File: src/include/mpc_consts.vh
// Constants for the multifunction pin configuration decode
`ifndef MPC_CONSTS_VH
`define MPC_CONSTS_VH

// APB register byte addresses
`define MPC_ADDR_ATTN 12'h000
`define MPC_ADDR_THERM 12'h004
`define MPC_ADDR_STATUS 12'h008
`define MPC_ADDR_EVENT 12'h00C

// Reset values of the pin settings
`define MPC_ATTN_RESET 8'h00
`define MPC_THERM_RESET 8'h07

// Field positions inside a pin setting, as setting bit numbers
`define MPC_FXN_LSB 0
`define MPC_FXN_MSB 1
`define MPC_OPT_LSB 2
`define MPC_OPT_MSB 7
`define MPC_OPT_POL 7
`define MPC_OPT_HISUP 5
`define MPC_OPT_PU 4
`define MPC_OPT_DRVHI 3
`define MPC_OPT_PD 2

// Measurement fields of a pin setting in analog input function
`define MPC_MEAS_PU_MSB 7
`define MPC_MEAS_PU_LSB 6
`define MPC_MEAS_POLY_MSB 5
`define MPC_MEAS_POLY_LSB 4
`define MPC_MEAS_USE_MSB 3
`define MPC_MEAS_USE_LSB 2

// Pin function codes
`define MPC_FXN_SWIRE 2'h0
`define MPC_FXN_GPO 2'h1
`define MPC_FXN_ATTN 2'h2
`define MPC_FXN_MEAS 2'h3

// Polynomial code that reports raw counts
`define MPC_POLY_RAW 2'h3

`endif

File: src/logic/mpc_meas_decode.v
// Measurement option decode for one pin set to analog input
`timescale 1ns/1ps
`include "mpc_consts.vh"

module mpc_meas_decode
(
    // Pin setting
    input wire [7:0] setting,
    // Decoded measurement controls
    output wire meas_en,
    output wire [1:0] pullup_sel,
    output wire [1:0] poly_sel,
    output wire raw_counts,
    output wire [1:0] use_sel
);

    // Option bits become measurement controls only in function 3
    assign meas_en = (setting[`MPC_FXN_MSB:`MPC_FXN_LSB] == `MPC_FXN_MEAS); // [RL8]
    assign pullup_sel = meas_en ? setting[`MPC_MEAS_PU_MSB:`MPC_MEAS_PU_LSB] : 2'h0; // [RL9]
    assign poly_sel = meas_en ? setting[`MPC_MEAS_POLY_MSB:`MPC_MEAS_POLY_LSB] : 2'h0; // [RL10]
    assign raw_counts = meas_en
        && (setting[`MPC_MEAS_POLY_MSB:`MPC_MEAS_POLY_LSB] == `MPC_POLY_RAW); // [RL10]
    assign use_sel = meas_en ? setting[`MPC_MEAS_USE_MSB:`MPC_MEAS_USE_LSB] : 2'h0; // [RL11]

endmodule // mpc_meas_decode

File: src/logic/mpc_pin_config.v
// Configuration decode for the attention pin and the first thermistor pin
//
// Operation
// [RL1] Attention setting bits 1:0 pick single-wire, output, attention or analog input.
// [RL2] Option bit 5 sets attention polarity; ignored for general purpose output.
// [RL3] Option bit 3 picks high drive supply: 1.8 V rail or first regulator.
// [RL4] Option bit 2 enables weak pull-up to the first regulator output.
// [RL5] Software must not enable the pull-up while bit 3 picks regulator supply.
// [RL6] Option bit 1 clear floats the high state, set drives high.
// [RL7] Option bit 0 enables weak pull-down to ground.
// [RL8] Analog input function reinterprets all six option bits as measurement controls.
// [RL9] Option bits 5:4 pick 18k, 180k or no pull-up.
// [RL10] Option bits 3:2 pick 18K, 180K, custom model or raw counts.
// [RL11] Option bits 1:0 pick ADC, cell, report-only or FET thermistor use.
// [RL12] Attention setting resets to zero: single-wire or unused function.
// [RL13] Thermistor setting resets to 0x07: cell thermistor, 18k pull-up and model.
// [RL14] Thermistor function codes 0 to 2 leave it unused; 3 enables measurement.
// [RL15] Attention mode drives the asserted level while an attention event is pending.
//
// The implementer's own choices: the APB interface to the registers and the address map.
`timescale 1ns/1ps
`include "mpc_consts.vh"

module mpc_pin_config
(
    // APB slave
    input wire pclk,
    input wire presetn,
    input wire psel,
    input wire penable,
    input wire pwrite,
    input wire [11:0] paddr,
    input wire [31:0] pwdata,
    output reg pready,
    output reg [31:0] prdata,
    output reg pslverr,
    // Internal attention event and output request
    input wire attn_pending,
    input wire gpo_level,
    // Attention pin drive controls
    output reg attn_pin_o,
    output reg attn_pin_oe,
    output reg attn_hi_sup_first_regulator_output,
    output reg attn_pullup_en,
    output reg attn_pulldown_en,
    output reg attn_swire_sel,
    // Attention pin measurement controls
    output reg attn_meas_en,
    output reg [1:0] attn_pullup_sel,
    output reg [1:0] attn_poly_sel,
    output reg attn_raw_counts,
    output reg [1:0] attn_use_sel,
    // First thermistor pin measurement controls
    output reg therm_meas_en,
    output reg [1:0] therm_pullup_sel,
    output reg [1:0] therm_poly_sel,
    output reg therm_raw_counts,
    output reg [1:0] therm_use_sel
);

    // ----------------------------------------------------------------
    // Register file
    // ----------------------------------------------------------------

    reg [7:0] attn_cfg_q;
    reg [7:0] therm_cfg_q;
    reg hit_attn;
    reg hit_therm;
    reg hit_status;
    reg hit_event;
    wire setup_ph;
    wire wr_en;
    wire addr_ok;
    wire attn_wr;
    wire therm_wr;

    // Bus phases: the answer is prepared in setup, writes land in access
    assign setup_ph = psel && !penable;
    assign wr_en = psel && penable && pwrite;

    // Word address decode; any other offset is unmapped
    always @*
    begin
        hit_attn = 1'b0;
        hit_therm = 1'b0;
        hit_status = 1'b0;
        hit_event = 1'b0;
        if (paddr == `MPC_ADDR_ATTN)
        begin
            hit_attn = 1'b1;
        end
        else if (paddr == `MPC_ADDR_THERM)
        begin
            hit_therm = 1'b1;
        end
        else if (paddr == `MPC_ADDR_STATUS)
        begin
            hit_status = 1'b1;
        end
        else if (paddr == `MPC_ADDR_EVENT)
        begin
            hit_event = 1'b1;
        end
    end

    // Status and event words are read-only; writes to them are dropped
    assign addr_ok = hit_attn || hit_therm || hit_status || hit_event;
    assign attn_wr = wr_en && hit_attn;
    assign therm_wr = wr_en && hit_therm;

    // Attention pin setting; bits 31:8 of the write word are ignored
    always @(posedge pclk or negedge presetn)
    begin
        if (!presetn)
        begin
            attn_cfg_q <= `MPC_ATTN_RESET; // [RL12]
        end
        else if (attn_wr)
        begin
            attn_cfg_q <= pwdata[7:0];
        end
    end

    // First thermistor pin setting
    always @(posedge pclk or negedge presetn)
    begin
        if (!presetn)
        begin
            therm_cfg_q <= `MPC_THERM_RESET; // [RL13]
        end
        else if (therm_wr)
        begin
            therm_cfg_q <= pwdata[7:0];
        end
    end

    // ----------------------------------------------------------------
    // Decode of the attention pin setting
    // ----------------------------------------------------------------

    wire [1:0] attn_fxn;
    reg attn_is_swire;
    reg attn_is_gpo;
    reg attn_is_attn;
    wire attn_out_fn;
    reg attn_active;
    reg attn_level;
    reg attn_oe_d;

    assign attn_fxn = attn_cfg_q[`MPC_FXN_MSB:`MPC_FXN_LSB]; // [RL1]

    // One-hot view of the function field; code 3 goes to the analog decode
    always @*
    begin
        attn_is_swire = 1'b0;
        attn_is_gpo = 1'b0;
        attn_is_attn = 1'b0;
        case (attn_fxn)
            `MPC_FXN_SWIRE: attn_is_swire = 1'b1; // [RL1]
            `MPC_FXN_GPO: attn_is_gpo = 1'b1; // [RL1]
            `MPC_FXN_ATTN: attn_is_attn = 1'b1; // [RL1]
            default: attn_is_swire = 1'b0;
        endcase
    end

    // Both output functions share the drive options
    assign attn_out_fn = attn_is_gpo || attn_is_attn;

    // Logical high request: event after polarity, else the output level without polarity
    always @*
    begin
        attn_active = gpo_level;
        if (attn_is_attn)
        begin
            attn_active = attn_pending ^ attn_cfg_q[`MPC_OPT_POL]; // [RL2] [RL15]
        end
    end

    // In output functions drive low always; drive high only if bit 1 set or regulator supply chosen
    always @*
    begin
        attn_level = 1'b0;
        attn_oe_d = 1'b0;
        if (attn_out_fn)
        begin
            if (attn_active)
            begin
                attn_level = 1'b1;
                // Tristate high is unavailable with the regulator supply
                attn_oe_d = attn_cfg_q[`MPC_OPT_DRVHI] || attn_cfg_q[`MPC_OPT_HISUP]; // [RL6]
            end
            else
            begin
                attn_oe_d = 1'b1;
            end
        end
    end

    // ----------------------------------------------------------------
    // Measurement decode of both pins
    // ----------------------------------------------------------------

    wire a_meas_en;
    wire [1:0] a_pullup_sel;
    wire [1:0] a_poly_sel;
    wire a_raw;
    wire [1:0] a_use_sel;
    wire t_meas_en;
    wire [1:0] t_pullup_sel;
    wire [1:0] t_poly_sel;
    wire t_raw;
    wire [1:0] t_use_sel;

    // Attention pin in analog input function
    mpc_meas_decode u_attn_meas
    (
        .setting(attn_cfg_q),
        .meas_en(a_meas_en),
        .pullup_sel(a_pullup_sel),
        .poly_sel(a_poly_sel),
        .raw_counts(a_raw),
        .use_sel(a_use_sel)
    );

    // Thermistor pin: codes 0 to 2 leave it unused
    mpc_meas_decode u_therm_meas
    (
        .setting(therm_cfg_q),
        .meas_en(t_meas_en), // [RL14]
        .pullup_sel(t_pullup_sel),
        .poly_sel(t_poly_sel),
        .raw_counts(t_raw),
        .use_sel(t_use_sel)
    );

    // ----------------------------------------------------------------
    // Registered outputs
    // ----------------------------------------------------------------

    // Pin drive controls held in flip-flops; all zero outside output functions except attn_swire_sel, set in function 0
    always @(posedge pclk or negedge presetn)
    begin
        if (!presetn)
        begin
            attn_pin_o <= 1'b0;
            attn_pin_oe <= 1'b0;
            attn_hi_sup_first_regulator_output <= 1'b0;
            attn_pullup_en <= 1'b0;
            attn_pulldown_en <= 1'b0;
            attn_swire_sel <= 1'b1;
        end
        else
        begin
            attn_pin_o <= attn_level; // [RL15]
            attn_pin_oe <= attn_oe_d; // [RL6]
            attn_hi_sup_first_regulator_output <= attn_out_fn && attn_cfg_q[`MPC_OPT_HISUP]; // [RL3]
            // Pull-up honoured even if software sets it with regulator supply
            attn_pullup_en <= attn_out_fn && attn_cfg_q[`MPC_OPT_PU]; // [RL4]
            attn_pulldown_en <= attn_out_fn && attn_cfg_q[`MPC_OPT_PD]; // [RL7]
            attn_swire_sel <= attn_is_swire; // [RL1]
        end
    end

    // Measurement controls of both pins held in flip-flops
    always @(posedge pclk or negedge presetn)
    begin
        if (!presetn)
        begin
            attn_meas_en <= 1'b0;
            attn_pullup_sel <= 2'h0;
            attn_poly_sel <= 2'h0;
            attn_raw_counts <= 1'b0;
            attn_use_sel <= 2'h0;
            therm_meas_en <= 1'b0;
            therm_pullup_sel <= 2'h0;
            therm_poly_sel <= 2'h0;
            therm_raw_counts <= 1'b0;
            therm_use_sel <= 2'h0;
        end
        else
        begin
            attn_meas_en <= a_meas_en; // [RL8]
            attn_pullup_sel <= a_pullup_sel; // [RL9]
            attn_poly_sel <= a_poly_sel; // [RL10]
            attn_raw_counts <= a_raw;
            attn_use_sel <= a_use_sel; // [RL11]
            therm_meas_en <= t_meas_en; // [RL14]
            therm_pullup_sel <= t_pullup_sel;
            therm_poly_sel <= t_poly_sel;
            therm_raw_counts <= t_raw;
            therm_use_sel <= t_use_sel;
        end
    end

    // ----------------------------------------------------------------
    // APB answer
    // ----------------------------------------------------------------

    reg [31:0] rd_word;
    wire [31:0] status_word;
    wire [31:0] event_word;

    // Read-only views of the decode and of the two request inputs
    assign status_word = {26'h0, t_meas_en, a_meas_en, attn_pin_oe, attn_pin_o, attn_is_attn,
        attn_is_gpo};
    assign event_word = {30'h0, gpo_level, attn_pending};

    // Read multiplexer; unmapped offsets read as zero
    always @*
    begin
        rd_word = 32'h0000_0000;
        if (hit_attn)
        begin
            rd_word = {24'h0, attn_cfg_q};
        end
        else if (hit_therm)
        begin
            rd_word = {24'h0, therm_cfg_q};
        end
        else if (hit_status)
        begin
            rd_word = status_word;
        end
        else if (hit_event)
        begin
            rd_word = event_word;
        end
    end

    // Zero wait states: answer in the access cycle, pslverr for unmapped offsets
    always @(posedge pclk or negedge presetn)
    begin
        if (!presetn)
        begin
            pready <= 1'b0;
            prdata <= 32'h0000_0000;
            pslverr <= 1'b0;
        end
        else
        begin
            pready <= setup_ph;
            pslverr <= setup_ph && !addr_ok;
            prdata <= 32'h0000_0000;
            if (setup_ph && !pwrite)
            begin
                prdata <= rd_word;
            end
        end
    end

endmodule // mpc_pin_config

File: config.mk
export PLATFORM = sky130hd
export DESIGN_NAME = mpc_pin_config
export DESIGN_NICKNAME = d
export VERILOG_FILES = /design/src/logic/mpc_meas_decode.v /design/src/logic/mpc_pin_config.v
export VERILOG_INCLUDE_DIRS = /design/src /design/src/include
export SDC_FILE = /design/constraint.sdc
export NUM_CORES = 1
export LEC_CHECK = 0
export BUFFER_PORTS_ARGS = -buffer_cell sky130_fd_sc_hd__buf_2
export CAP_MARGIN = 30
export CORE_MARGIN = 2
export CORE_UTILIZATION = 49
export DETAILED_ROUTE_END_ITERATION = 8
export PLACE_DENSITY = 0.85
export SLEW_MARGIN = 20
export SYNTH_ARGS = -nofsm -noshare
export SYNTH_HDL_FRONTEND = slang
export SYNTH_HIERARCHICAL = 1
export SYNTH_SLANG_ARGS = --single-unit
File: constraint.sdc
create_clock -name pclk -period 3.34 [get_ports pclk]
set_clock_uncertainty 0.2 [all_clocks]
set_input_delay 0.668 -clock pclk [delete_from_list [all_inputs] [get_ports pclk]]
set_output_delay 0.668 -clock pclk [all_outputs]
set_load 0.05 [all_outputs]
# After elaboration in Yosys (flattened, before gate mapping)
# Index checks and enable logic that the tools add are counted.
# word_totals
register_bits	72
latch_bits	0
ramBits	0
romBits	0
input_bits	51
elab_cells	82
mem_count	0
# classes
addsub	0
mul	0
div_mod_pow	0
magnitude_cmp	0
eq_ne	9
shifts	0
n_mux	29
bitwise	1
n_reduce_logical	22
# op_table
cell	count
32-bit two-way mux	1
12-bit by 4-bit equality test with 1-bit output, second input constant	2
1-bit two-way mux	18
8-bit two-way mux	2
2-bit two-way mux	7
12-bit by 3-bit equality test with 1-bit output, second input constant	1
1-bit logical AND	12
12-bit logical NOT	1
2-bit equality test, second input constant	5
6-bit two-way mux	1
1-bit logical OR	5
1-bit logical NOT	3
2-bit by 1-bit equality test with 1-bit output, second input constant	1
2-bit logical NOT	1
1-bit bitwise XOR	1

# Depth between registers and ports, before layout
# Gate-level depths: netlist of run 1.
# depth
depth_word	10
mapped_depth	5
mapped_depth_nobuf	4

# By module
# Netlist of run 1, hierarchy kept.
# by_module_without_submodules
module	n_inst	cells_each	area_each_um2	seq_area_each_um2
mpc_pin_config	1	142	2033.2	1206.2
mpc_meas_decode	2	8	61.3	0.0

# Worst setup path after synthesis of run 1
# Ideal clock, no wire load.
# synth_path
path_kind	input to register
from	input port paddr[7]
to	register attn_cfg_q[0]
arrival_time_ns	2.161
path_slack_ns	0.854
cell_stages	4
cell_sequence	or4_4 -> buf_6 -> nor4_4 -> mux2_2
# synth_between
elab_chain_cells	3
# synth_lines
element	line	source
start, declared	mpc_pin_config.v:32	input wire [11:0] paddr,
12-bit logical NOT (no source line)	--	
1-bit two-way mux	mpc_pin_config.v:88	if (paddr == `MPC_ADDR_ATTN)
1-bit logical AND	mpc_pin_config.v:108	assign attn_wr = wr_en && hit_attn;
end signal, assigned	mpc_pin_config.v:116	attn_cfg_q <= `MPC_ATTN_RESET;
end signal, assigned	mpc_pin_config.v:120	attn_cfg_q <= pwdata[7:0];
end, declared	mpc_pin_config.v:65	reg [7:0] attn_cfg_q;
# Every way passes these cells.
# A chain may end at the register's enable or synchronous reset.

# Worst setup path in the final report of run 1
# layout_path
from	input port paddr[7]
to	register attn_cfg_q[4]
# Same word-level chain as after synthesis.

==> results.sh, run 1 <==
export IMPL_period_minus_slack_ns=2.42
export IMPL_first_pass_iters=5
export IMPL_yosys_warnings=6
export IMPL_ys_types=30
export IMPL_numPlacedInstances=263
export IMPL_grt_pass1_vias=1230
export IMPL_die_height_um=70.3
export IMPL_io_buffers=58
export IMPL_p_per_area_mw_per_mm2=451
export IMPL_die_area_mm2=0.00495
export IMPL_leakagePower_nw=1.38
export IMPL_gr_total_overflow=0
export IMPL_synth_fa_ha_area_share_pct=1.74
export IMPL_drive_gt1_share_pct=52.5
export IMPL_setup_ws_ns=0.919
export IMPL_rows=24
export IMPL_yosys_most_used_dff="dfrtp_1"
export IMPL_root_buffer="clkbuf_8"
export IMPL_antenna_found_initial=0
export IMPL_io_pins=107
export IMPL_muxShareOfSynthArea_pct=13.7
export IMPL_grt_max_degree=49
export IMPL_cts_buffer_depth=2
export IMPL_wl_per_cell_um=14.3
export IMPL_use_met2_pct=26.4
export IMPL_core_area_mm2=0.00429
export IMPL_numCtsBuffers=5
export IMPL_h_tree_depth=2
export IMPL_cp_end_kind="flop"
export IMPL_use_met3_pct=3.75
export IMPL_gp_congestion=0.759
export IMPL_cts_resized=0
export IMPL_drt_total_wl_um=3870
export IMPL_slew_limit_headroom_pct=55.6
export IMPL_synth_seq_cells=48
export IMPL_fin_cells=271
export IMPL_drv_slew=0
export IMPL_synth_edff_count=0
export IMPL_cp_arrival_ns=2.41
export IMPL_num_nets_final=272
export IMPL_status="finished, final reports clean"
export IMPL_async_flop_share_pct=100
export IMPL_required_ns=3.32
export IMPL_grt_total_usage_pct=16.0
export IMPL_hpwl_um=2870
export IMPL_synth_seq_area_share_pct=55.9
export IMPL_initial_core_util_pct=50.2
export IMPL_synthSimpleGateAreaFrac_pct=16.2
export IMPL_maxCapViolations=0
export IMPL_tritoncts="done"
export IMPL_clock_sinks=48
export IMPL_grt_pass1_wl_um=5950
export IMPL_ir_worst_vdd_mv=0.173
export IMPL_setup_worst_path_class="primary input to flop"
export IMPL_insertion_delay_ns=0.29
export IMPL_fmax_mhz=413
export IMPL_finalSetupViolations=0
export IMPL_globalRoute_busiestLayer="met2"
export IMPL_start_kind="primary input"
export IMPL_rsz0062_at_grt="no"
export IMPL_hold_viol_final=0
export IMPL_crit_fanout=8
export IMPL_fin_crit_sh_pct=72.5
export IMPL_drc=0
export IMPL_num_antenna_cells=0
export IMPL_synth_compound_area_share_pct=1.80
export IMPL_routed_via_density=4.94
export IMPL_min_path_type="primary input to async pin"
export IMPL_whs_ns=0.170
export IMPL_area_growth_pct=16.8
export IMPL_die_w_um=70.3
export IMPL_clk_pin_slew_worst_paths_ns=0.08
export IMPL_postCtsHoldBufs=0
export IMPL_setup_tns_ns=0
export IMPL_cts_setup_buffers=0
export IMPL_antenna_left=0
export IMPL_synth_area_per_cell_um2=13.6
export IMPL_worst_pin_slew_ns=0.661
export IMPL_reg_largest_list="attn_cfg_q: 8 flops, prdata: 8 flops, therm_cfg_q: 8 flops"
export IMPL_vias=1339
export IMPL_drt_initial_drc_count=91
export IMPL_syn_inst=158
export IMPL_place_ws_ns=0.588
export IMPL_synth_xor_area_share_pct=0.406
export IMPL_met1_usage_pct=19.8
export IMPL_syn_area_mm2=0.00216
export IMPL_synth_top_family_by_area="simple AND/OR/NAND/NOR gates"
## critical path, cell delays in order
cell and delay [ns]:
buf_2 0.10, or4_4 0.58, nor4_4 0.65, mux2_2 0.41
## cells in the mapped netlist (3+ instances only)
library cell | number | share of area (%)
a21oi_1 | 4 | 0.93
and2_1 | 3 | 0.87
and3_2 | 12 | 4.2
buf_4 | 25 | 8.7
dfrtp_1 | 44 | 51
dfstp_2 | 4 | 4.9
ha_1 | 3 | 1.7
mux2_2 | 16 | 8.4
mux2i_1 | 7 | 3.3
nand2_1 | 4 | 0.70
nor2b_1 | 5 | 1.5
or2_2 | 5 | 1.5
## cell usage in the layout (no fill, tap or decap), types with 2 or more instances in the layout
master and count:
mux4_2 2, mux2i_1 7, dfrtp_1 44, mux2_2 16, or2_2 5, and2_1 3
and3_2 12, clkbuf_8 7, nand2_1 4, buf_2 57, nor3_2 2, and4_1 2
and2_2 2, a21oi_1 4, conb_1 24, nor2b_1 5, inv_1 2, nor4_4 2
dfstp_2 4, ha_1 3, or4_4 2
## area by class of cell
class | instances | area (um2)
fillers | 335 | 1780
flip-flops and latches | 48 | 1210
multi-input cells | 103 | 820
repair buffers | 58 | 293
clock buffers | 7 | 96.3
well taps | 52 | 65.1
clock inverters | 1 | 30.0
inverters | 2 | 7.51
## per-stage QoR
step           power, mW  instance area (um2)  util [%]
2_1_floorplan      0.697                 2240         -
6_report            1.14                 2520      58.6
4_1_cts             1.14                 2510      58.6
3_3_place_gp       0.705                 2390      55.6
3_5_place_dp       0.706                 2390      55.6
5_1_grt             1.17                 2520      58.6
## final timing paths
kind | endpoint | from | slack (ns) | depth (start not counted)
worst min-delay path | attn_pulldown_en | presetn | 0.17 | 1
worst max-delay path | attn_cfg_q[4] | paddr[7] | 0.92 | 4
min in group pclk | therm_cfg_q[7] | therm_cfg_q[7] | 0.33 | 1
worst max register to register | prdata[1] | attn_cfg_q[0] | 1.51 | 4
worst min register to register | therm_cfg_q[7] | therm_cfg_q[7] | 0.33 | 1
max in group asynchronous | therm_cfg_q[0] | presetn | 2.39 | 1
## cell families after synthesis
kind of cell,count (synthesis)
AOI/OAI and AO/OA,6
xor gates and xnor gates,1
adders and majority gates,3
buffers and inverters,30
DFF,48
muxes,25
other,1
and+or+nand+nor,44
## power breakdown
| part | internal, mW | switching (mW) | total (mW) |
|---|---|---|---|
| clock network | 0.264 | 0.178 | 0.442 |
| registers | 0.582 | 0.000626 | 0.583 |
| logic | 0.0203 | 0.0913 | 0.112 |
## layer usage
metal,share of wire [%],up-vias
li1,-,619
met1,40,640
met2,51,75
met3,7.8,5
met4,1.8,0
met5,0,-
Power figures use the tool's default switching activity.
==> run 2: changes to the inputs <==
CORE_UTILIZATION = 45   (was 49)
PLACE_DENSITY = 0.79   (was 0.85)
clock period = 2.3 ns   (was 3.34 ns; I/O delays follow)
==> results.sh, run 2 (synthesis results as in run 1) <==
export IMPL_status="finished, final reports clean"
export IMPL_antenna_found_initial=0
export IMPL_die_area_mm2=0.00536
export IMPL_grt_total_usage_pct=14.8
export IMPL_first_pass_iters=4
export IMPL_vias=1343
export IMPL_routed_via_density=4.80
export IMPL_drt_total_wl_um=3700
export IMPL_min_path_type="primary input to async pin"
export IMPL_cts_buffer_depth=2
export IMPL_maxCapViolations=0
export IMPL_gr_total_overflow=0
export IMPL_drc=0
export IMPL_worst_path_buf_inv=2
export IMPL_initial_core_util_pct=46.3
export IMPL_multi_input_area_um2=820
export IMPL_num_nets_final=279
export IMPL_hold_viol_final=0
export IMPL_tritoncts="done"
export IMPL_drt_initial_drc_count=44
export IMPL_required_ns=2.28
export IMPL_setup_worst_path_class="primary input to flop"
export IMPL_period_minus_slack_ns=2.01
export IMPL_path_cells="buf_2, or4_4, nor4_4, buf_4, mux2_2"
export IMPL_cp_end_kind="flop"
export IMPL_max_stage_delay_ns=0.58
export IMPL_fin_crit_sh_pct=87.5
export IMPL_numCtsBuffers=5
export IMPL_grt_pass1_wl_um=5820
export IMPL_die_w_um=73.2
export IMPL_slew_limit_headroom_pct=61.6
export IMPL_cts_setup_buffers=0
export IMPL_total_power_mw=1.48
export IMPL_postPlaceCellArea_mm2=0.00246
export IMPL_layout_common_cells="buf_2, dfrtp_1, conb_1"
export IMPL_ff_latch_area_mm2=0.00121
export IMPL_setup_tns_ns=0
export IMPL_worst_pin_slew_ns=0.576
export IMPL_clock_sinks=48
export IMPL_drive_gt1_share_pct=54.0
export IMPL_drv_slew=0
export IMPL_root_buffer="clkbuf_8"
export IMPL_cp_arrival_ns=1.99
export IMPL_wl_per_cell_um=13.2
export IMPL_gp_congestion=0.737
export IMPL_setup_ws_ns=0.288
export IMPL_cts_resized=0
export IMPL_leakagePower_nw=1.40
export IMPL_num_antenna_cells=0
export IMPL_critPathTopFamily="simple AND/OR/NAND/NOR gates"
export IMPL_fmax_mhz=497
export IMPL_place_ws_ns=-0.0340
export IMPL_grt_max_degree=49
export IMPL_ir_worst_vdd_mv=0.297
export IMPL_slowest_stage="or4_4"
export IMPL_rows=25
export IMPL_insertion_delay_ns=0.29
export IMPL_grt_pass1_vias=1263
export IMPL_die_height_um=73.2
export IMPL_stdcell_area_mm2=0.00254
export IMPL_p_per_area_mw_per_mm2=582
export IMPL_area_growth_pct=18.0
export IMPL_finalSetupViolations=0
export IMPL_start_kind="primary input"
export IMPL_rsz0062_at_grt="no"
export IMPL_postCtsHoldBufs=0
export IMPL_io_pins=107
export IMPL_fillCellCount=398
export IMPL_clk_pin_slew_worst_paths_ns=0.08
export IMPL_hpwl_um=2740
export IMPL_core_area_mm2=0.00466
export IMPL_crit_fanout=8
export IMPL_antenna_left=0
export IMPL_io_buffers=58
export IMPL_h_tree_depth=2
export IMPL_layout_cells_most_common="buf_2"
export IMPL_reg_largest_list="attn_cfg_q: 8 flops, prdata: 8 flops, therm_cfg_q: 8 flops"
## run 2: cell count changes in the layout (fill, tap and decap cells not counted), sizes merged
cell,previous run,this run
buf,58,65
bufinv,1,0
clkbuf,7,5
clkinv,0,3
## run 2: worst reg2reg max path, cell delays in order, from the launching register on
cell     delay [ns]
dfrtp_1        0.57
inv_1          0.13
ha_1           0.25
mux4_2         0.45
nor2b_1        0.15
## run 2: area by class of cell
| class | instances | area share, % |
|---|---|---|
| Clock buffer | 5 | 2.71 |
| Timing Repair Buffer | 65 | 14.0 |
| Multi-Input combinational cell | 103 | 32.2 |
| Sequential cell | 48 | 47.4 |
| Inverter | 2 | 0.295 |
| Clock inverter | 3 | 0.738 |
| Tap cell | 54 | 2.66 |
## run 2: power by group
group / switching (mW) / total (mW) / internal, mW
sequential: 0.000805 / 0.846 / 0.846
combinational: 0.133 / 0.165 / 0.0322
clock: 0.258 / 0.470 / 0.212
total: 0.392 / 1.48 / 1.09
## run 2: path summary, 6_finish.rpt
kind,start,cells past startpoint,slack [ns],endpoint
worst min-delay path,presetn,2,0.04,attn_raw_counts
worst max-delay path,paddr[7],5,0.29,therm_cfg_q[5]
max in group asynchronous,presetn,2,1.46,therm_cfg_q[5]
worst min register to register,therm_cfg_q[2],2,0.33,prdata[2]
min in group pclk,penable,2,0.15,pready
worst max register to register,attn_cfg_q[0],4,0.45,prdata[1]
## run 2: through the flow
stage / hold WS [ns] / util [%] / cells
after detailed placement: 0.313 / 52.7 / 272
after global routing: 0.107 / 54.6 / 280
after floorplan: -0.0356 / - / 181
after global placement: 0.312 / 52.7 / 272
final: 0.0377 / 54.6 / 280
after CTS: 0.0618 / 54.6 / 280
## run 2: layer usage
layer	up-vias	wire [um]	global-route usage (%)
met4	0	52	6.17
met1	647	1540	17.1
met2	61	1800	25.3
met3	4	309	4.28
met5	-	0	0
li1	631	-	-
==> run 3: changes to the inputs <==
SETUP_SLACK_MARGIN = 0.5   (was unset)
==> results.sh, run 3 (synthesis results as in run 1) <==
export IMPL_status="finished, final reports clean"
export IMPL_worst_pin_slew_ns=0.564
export IMPL_setup_ws_ns=0.319
export IMPL_die_height_um=73.2
export IMPL_fin_crit_sh_pct=86.1
export IMPL_h_tree_depth=2
export IMPL_routed_via_density=4.73
export IMPL_maxCapViolations=0
export IMPL_clk_pin_slew_worst_paths_ns=0.08
export IMPL_grt_max_degree=49
export IMPL_first_pass_iters=4
export IMPL_total_power_mw=1.49
export IMPL_cts_setup_buffers=0
export IMPL_finalSetupViolations=0
export IMPL_drt_total_wl_um=4000
export IMPL_grt_pass1_wl_um=6070
export IMPL_drive_gt1_share_pct=55.2
export IMPL_die_area_mm2=0.00536
export IMPL_rows=25
export IMPL_insertion_delay_ns=0.29
export IMPL_gp_congestion=0.730
export IMPL_drt_initial_drc_count=55
export IMPL_io_pins=107
export IMPL_numCtsBuffers=5
export IMPL_p_per_area_mw_per_mm2=560
export IMPL_rsz0062_at_grt="yes"
export IMPL_postCtsHoldBufs=0
export IMPL_postPlaceCellArea_mm2=0.00250
export IMPL_wl_per_cell_um=14.1
export IMPL_grt_pass1_vias=1246
export IMPL_root_buffer="clkbuf_8"
export IMPL_start_kind="primary input"
export IMPL_stdcell_area_mm2=0.00265
export IMPL_area_growth_pct=23.0
export IMPL_period_minus_slack_ns=1.98
export IMPL_grt_total_usage_pct=15.2
export IMPL_reg_largest_list="attn_cfg_q: 8 flops, prdata: 8 flops, therm_cfg_q: 8 flops"
export IMPL_core_area_mm2=0.00466
export IMPL_hold_viol_final=0
export IMPL_layout_cells_most_common="buf_2"
export IMPL_cp_arrival_ns=1.96
export IMPL_ir_worst_vdd_mv=0.271
export IMPL_initial_core_util_pct=46.3
export IMPL_crit_fanout=4
export IMPL_antenna_left=0
export IMPL_place_ws_ns=-0.00596
export IMPL_num_nets_final=283
export IMPL_multi_input_area_um2=891
export IMPL_layout_common_cells="buf_2, dfrtp_1, conb_1"
export IMPL_whs_ns=0.0551
export IMPL_slew_limit_headroom_pct=62.4
export IMPL_clock_sinks=48
export IMPL_tritoncts="done"
export IMPL_drv_slew=0
export IMPL_leakagePower_nw=1.44
export IMPL_hpwl_um=2900
export IMPL_drc=0
export IMPL_setup_worst_path_class="primary input to flop"
export IMPL_antenna_found_initial=0
export IMPL_min_path_type="primary input to async pin"
export IMPL_num_antenna_cells=0
export IMPL_fmax_mhz=505
export IMPL_cts_buffer_depth=2
export IMPL_required_ns=2.28
export IMPL_fin_util_pct=56.9
export IMPL_fillCellCount=383
export IMPL_io_buffers=58
export IMPL_cp_end_kind="flop"
export IMPL_ff_latch_area_mm2=0.00121
export IMPL_gr_total_overflow=0
export IMPL_die_w_um=73.2
export IMPL_vias=1343
[run 3: cell types whose count changed in the layout (fill, tap and decap cells not counted), sizes merged]
cell,before,now
clkbuf,5,7
clkinv,3,1
buf,65,69
[run 3: final timing paths]
check | depth (start not counted) | end | slack, ns | startpoint
min in group pclk | 2 | pready | 0.14 | penable
max in group asynchronous | 2 | therm_cfg_q[4] | 1.47 | presetn
setup / recovery | 5 | attn_cfg_q[5] | 0.32 | paddr[4]
hold reg to reg | 2 | prdata[2] | 0.33 | therm_cfg_q[2]
hold / removal | 2 | therm_poly_sel[1] | 0.06 | presetn
setup reg to reg | 4 | prdata[1] | 0.73 | attn_cfg_q[0]
[run 3: area by class of cell]
cell class / instances / share of cell area (%)
Timing Repair Buffer: 69 / 15.0
Sequential cell: 48 / 45.5
Tap cell: 54 / 2.55
Clock inverter: 1 / 0.189
Multi-Input combinational cell: 103 / 33.6
Inverter: 2 / 0.283
Clock buffer: 7 / 2.88
[run 3: worst max-delay path, cell delays in order]
cell	delay, ns
buf_6	0.09
or4_4	0.57
nor4_4	0.32
buf_4	0.21
mux2_4	0.31
[run 3: routing by layer]
| layer | vias to the layer above | GRT usage (%) | wire, um |
|---|---|---|---|
| li1 | 639 | - | - |
| met1 | 636 | 17.9 | 1610 |
| met2 | 60 | 27.0 | 2100 |
| met3 | 8 | 3.87 | 225 |
| met4 | 0 | 4.94 | 59 |
| met5 | - | 0 | 0 |
[run 3: power breakdown]
part | leakage [nW] | switching [mW] | internal, mW
clock | 0.0422 | 0.254 | 0.213
combinational | 0.742 | 0.134 | 0.0377
sequential | 0.654 | 0.000790 | 0.846
[run 3: stage by stage]
stage          cells  TNS, ns
3_5_place_dp     276  -0.0176
4_1_cts          284        0
2_1_floorplan    181        0
6_report         284        0
5_1_grt          284        0
3_3_place_gp     276        0
[run 3: timing repair]
item / CTS / global route
setup endpoints to repair: 24 / 24
hold endpoints to repair: 0 / 0
pin swaps: 4 / 0
gates resized for setup: 17 / 1
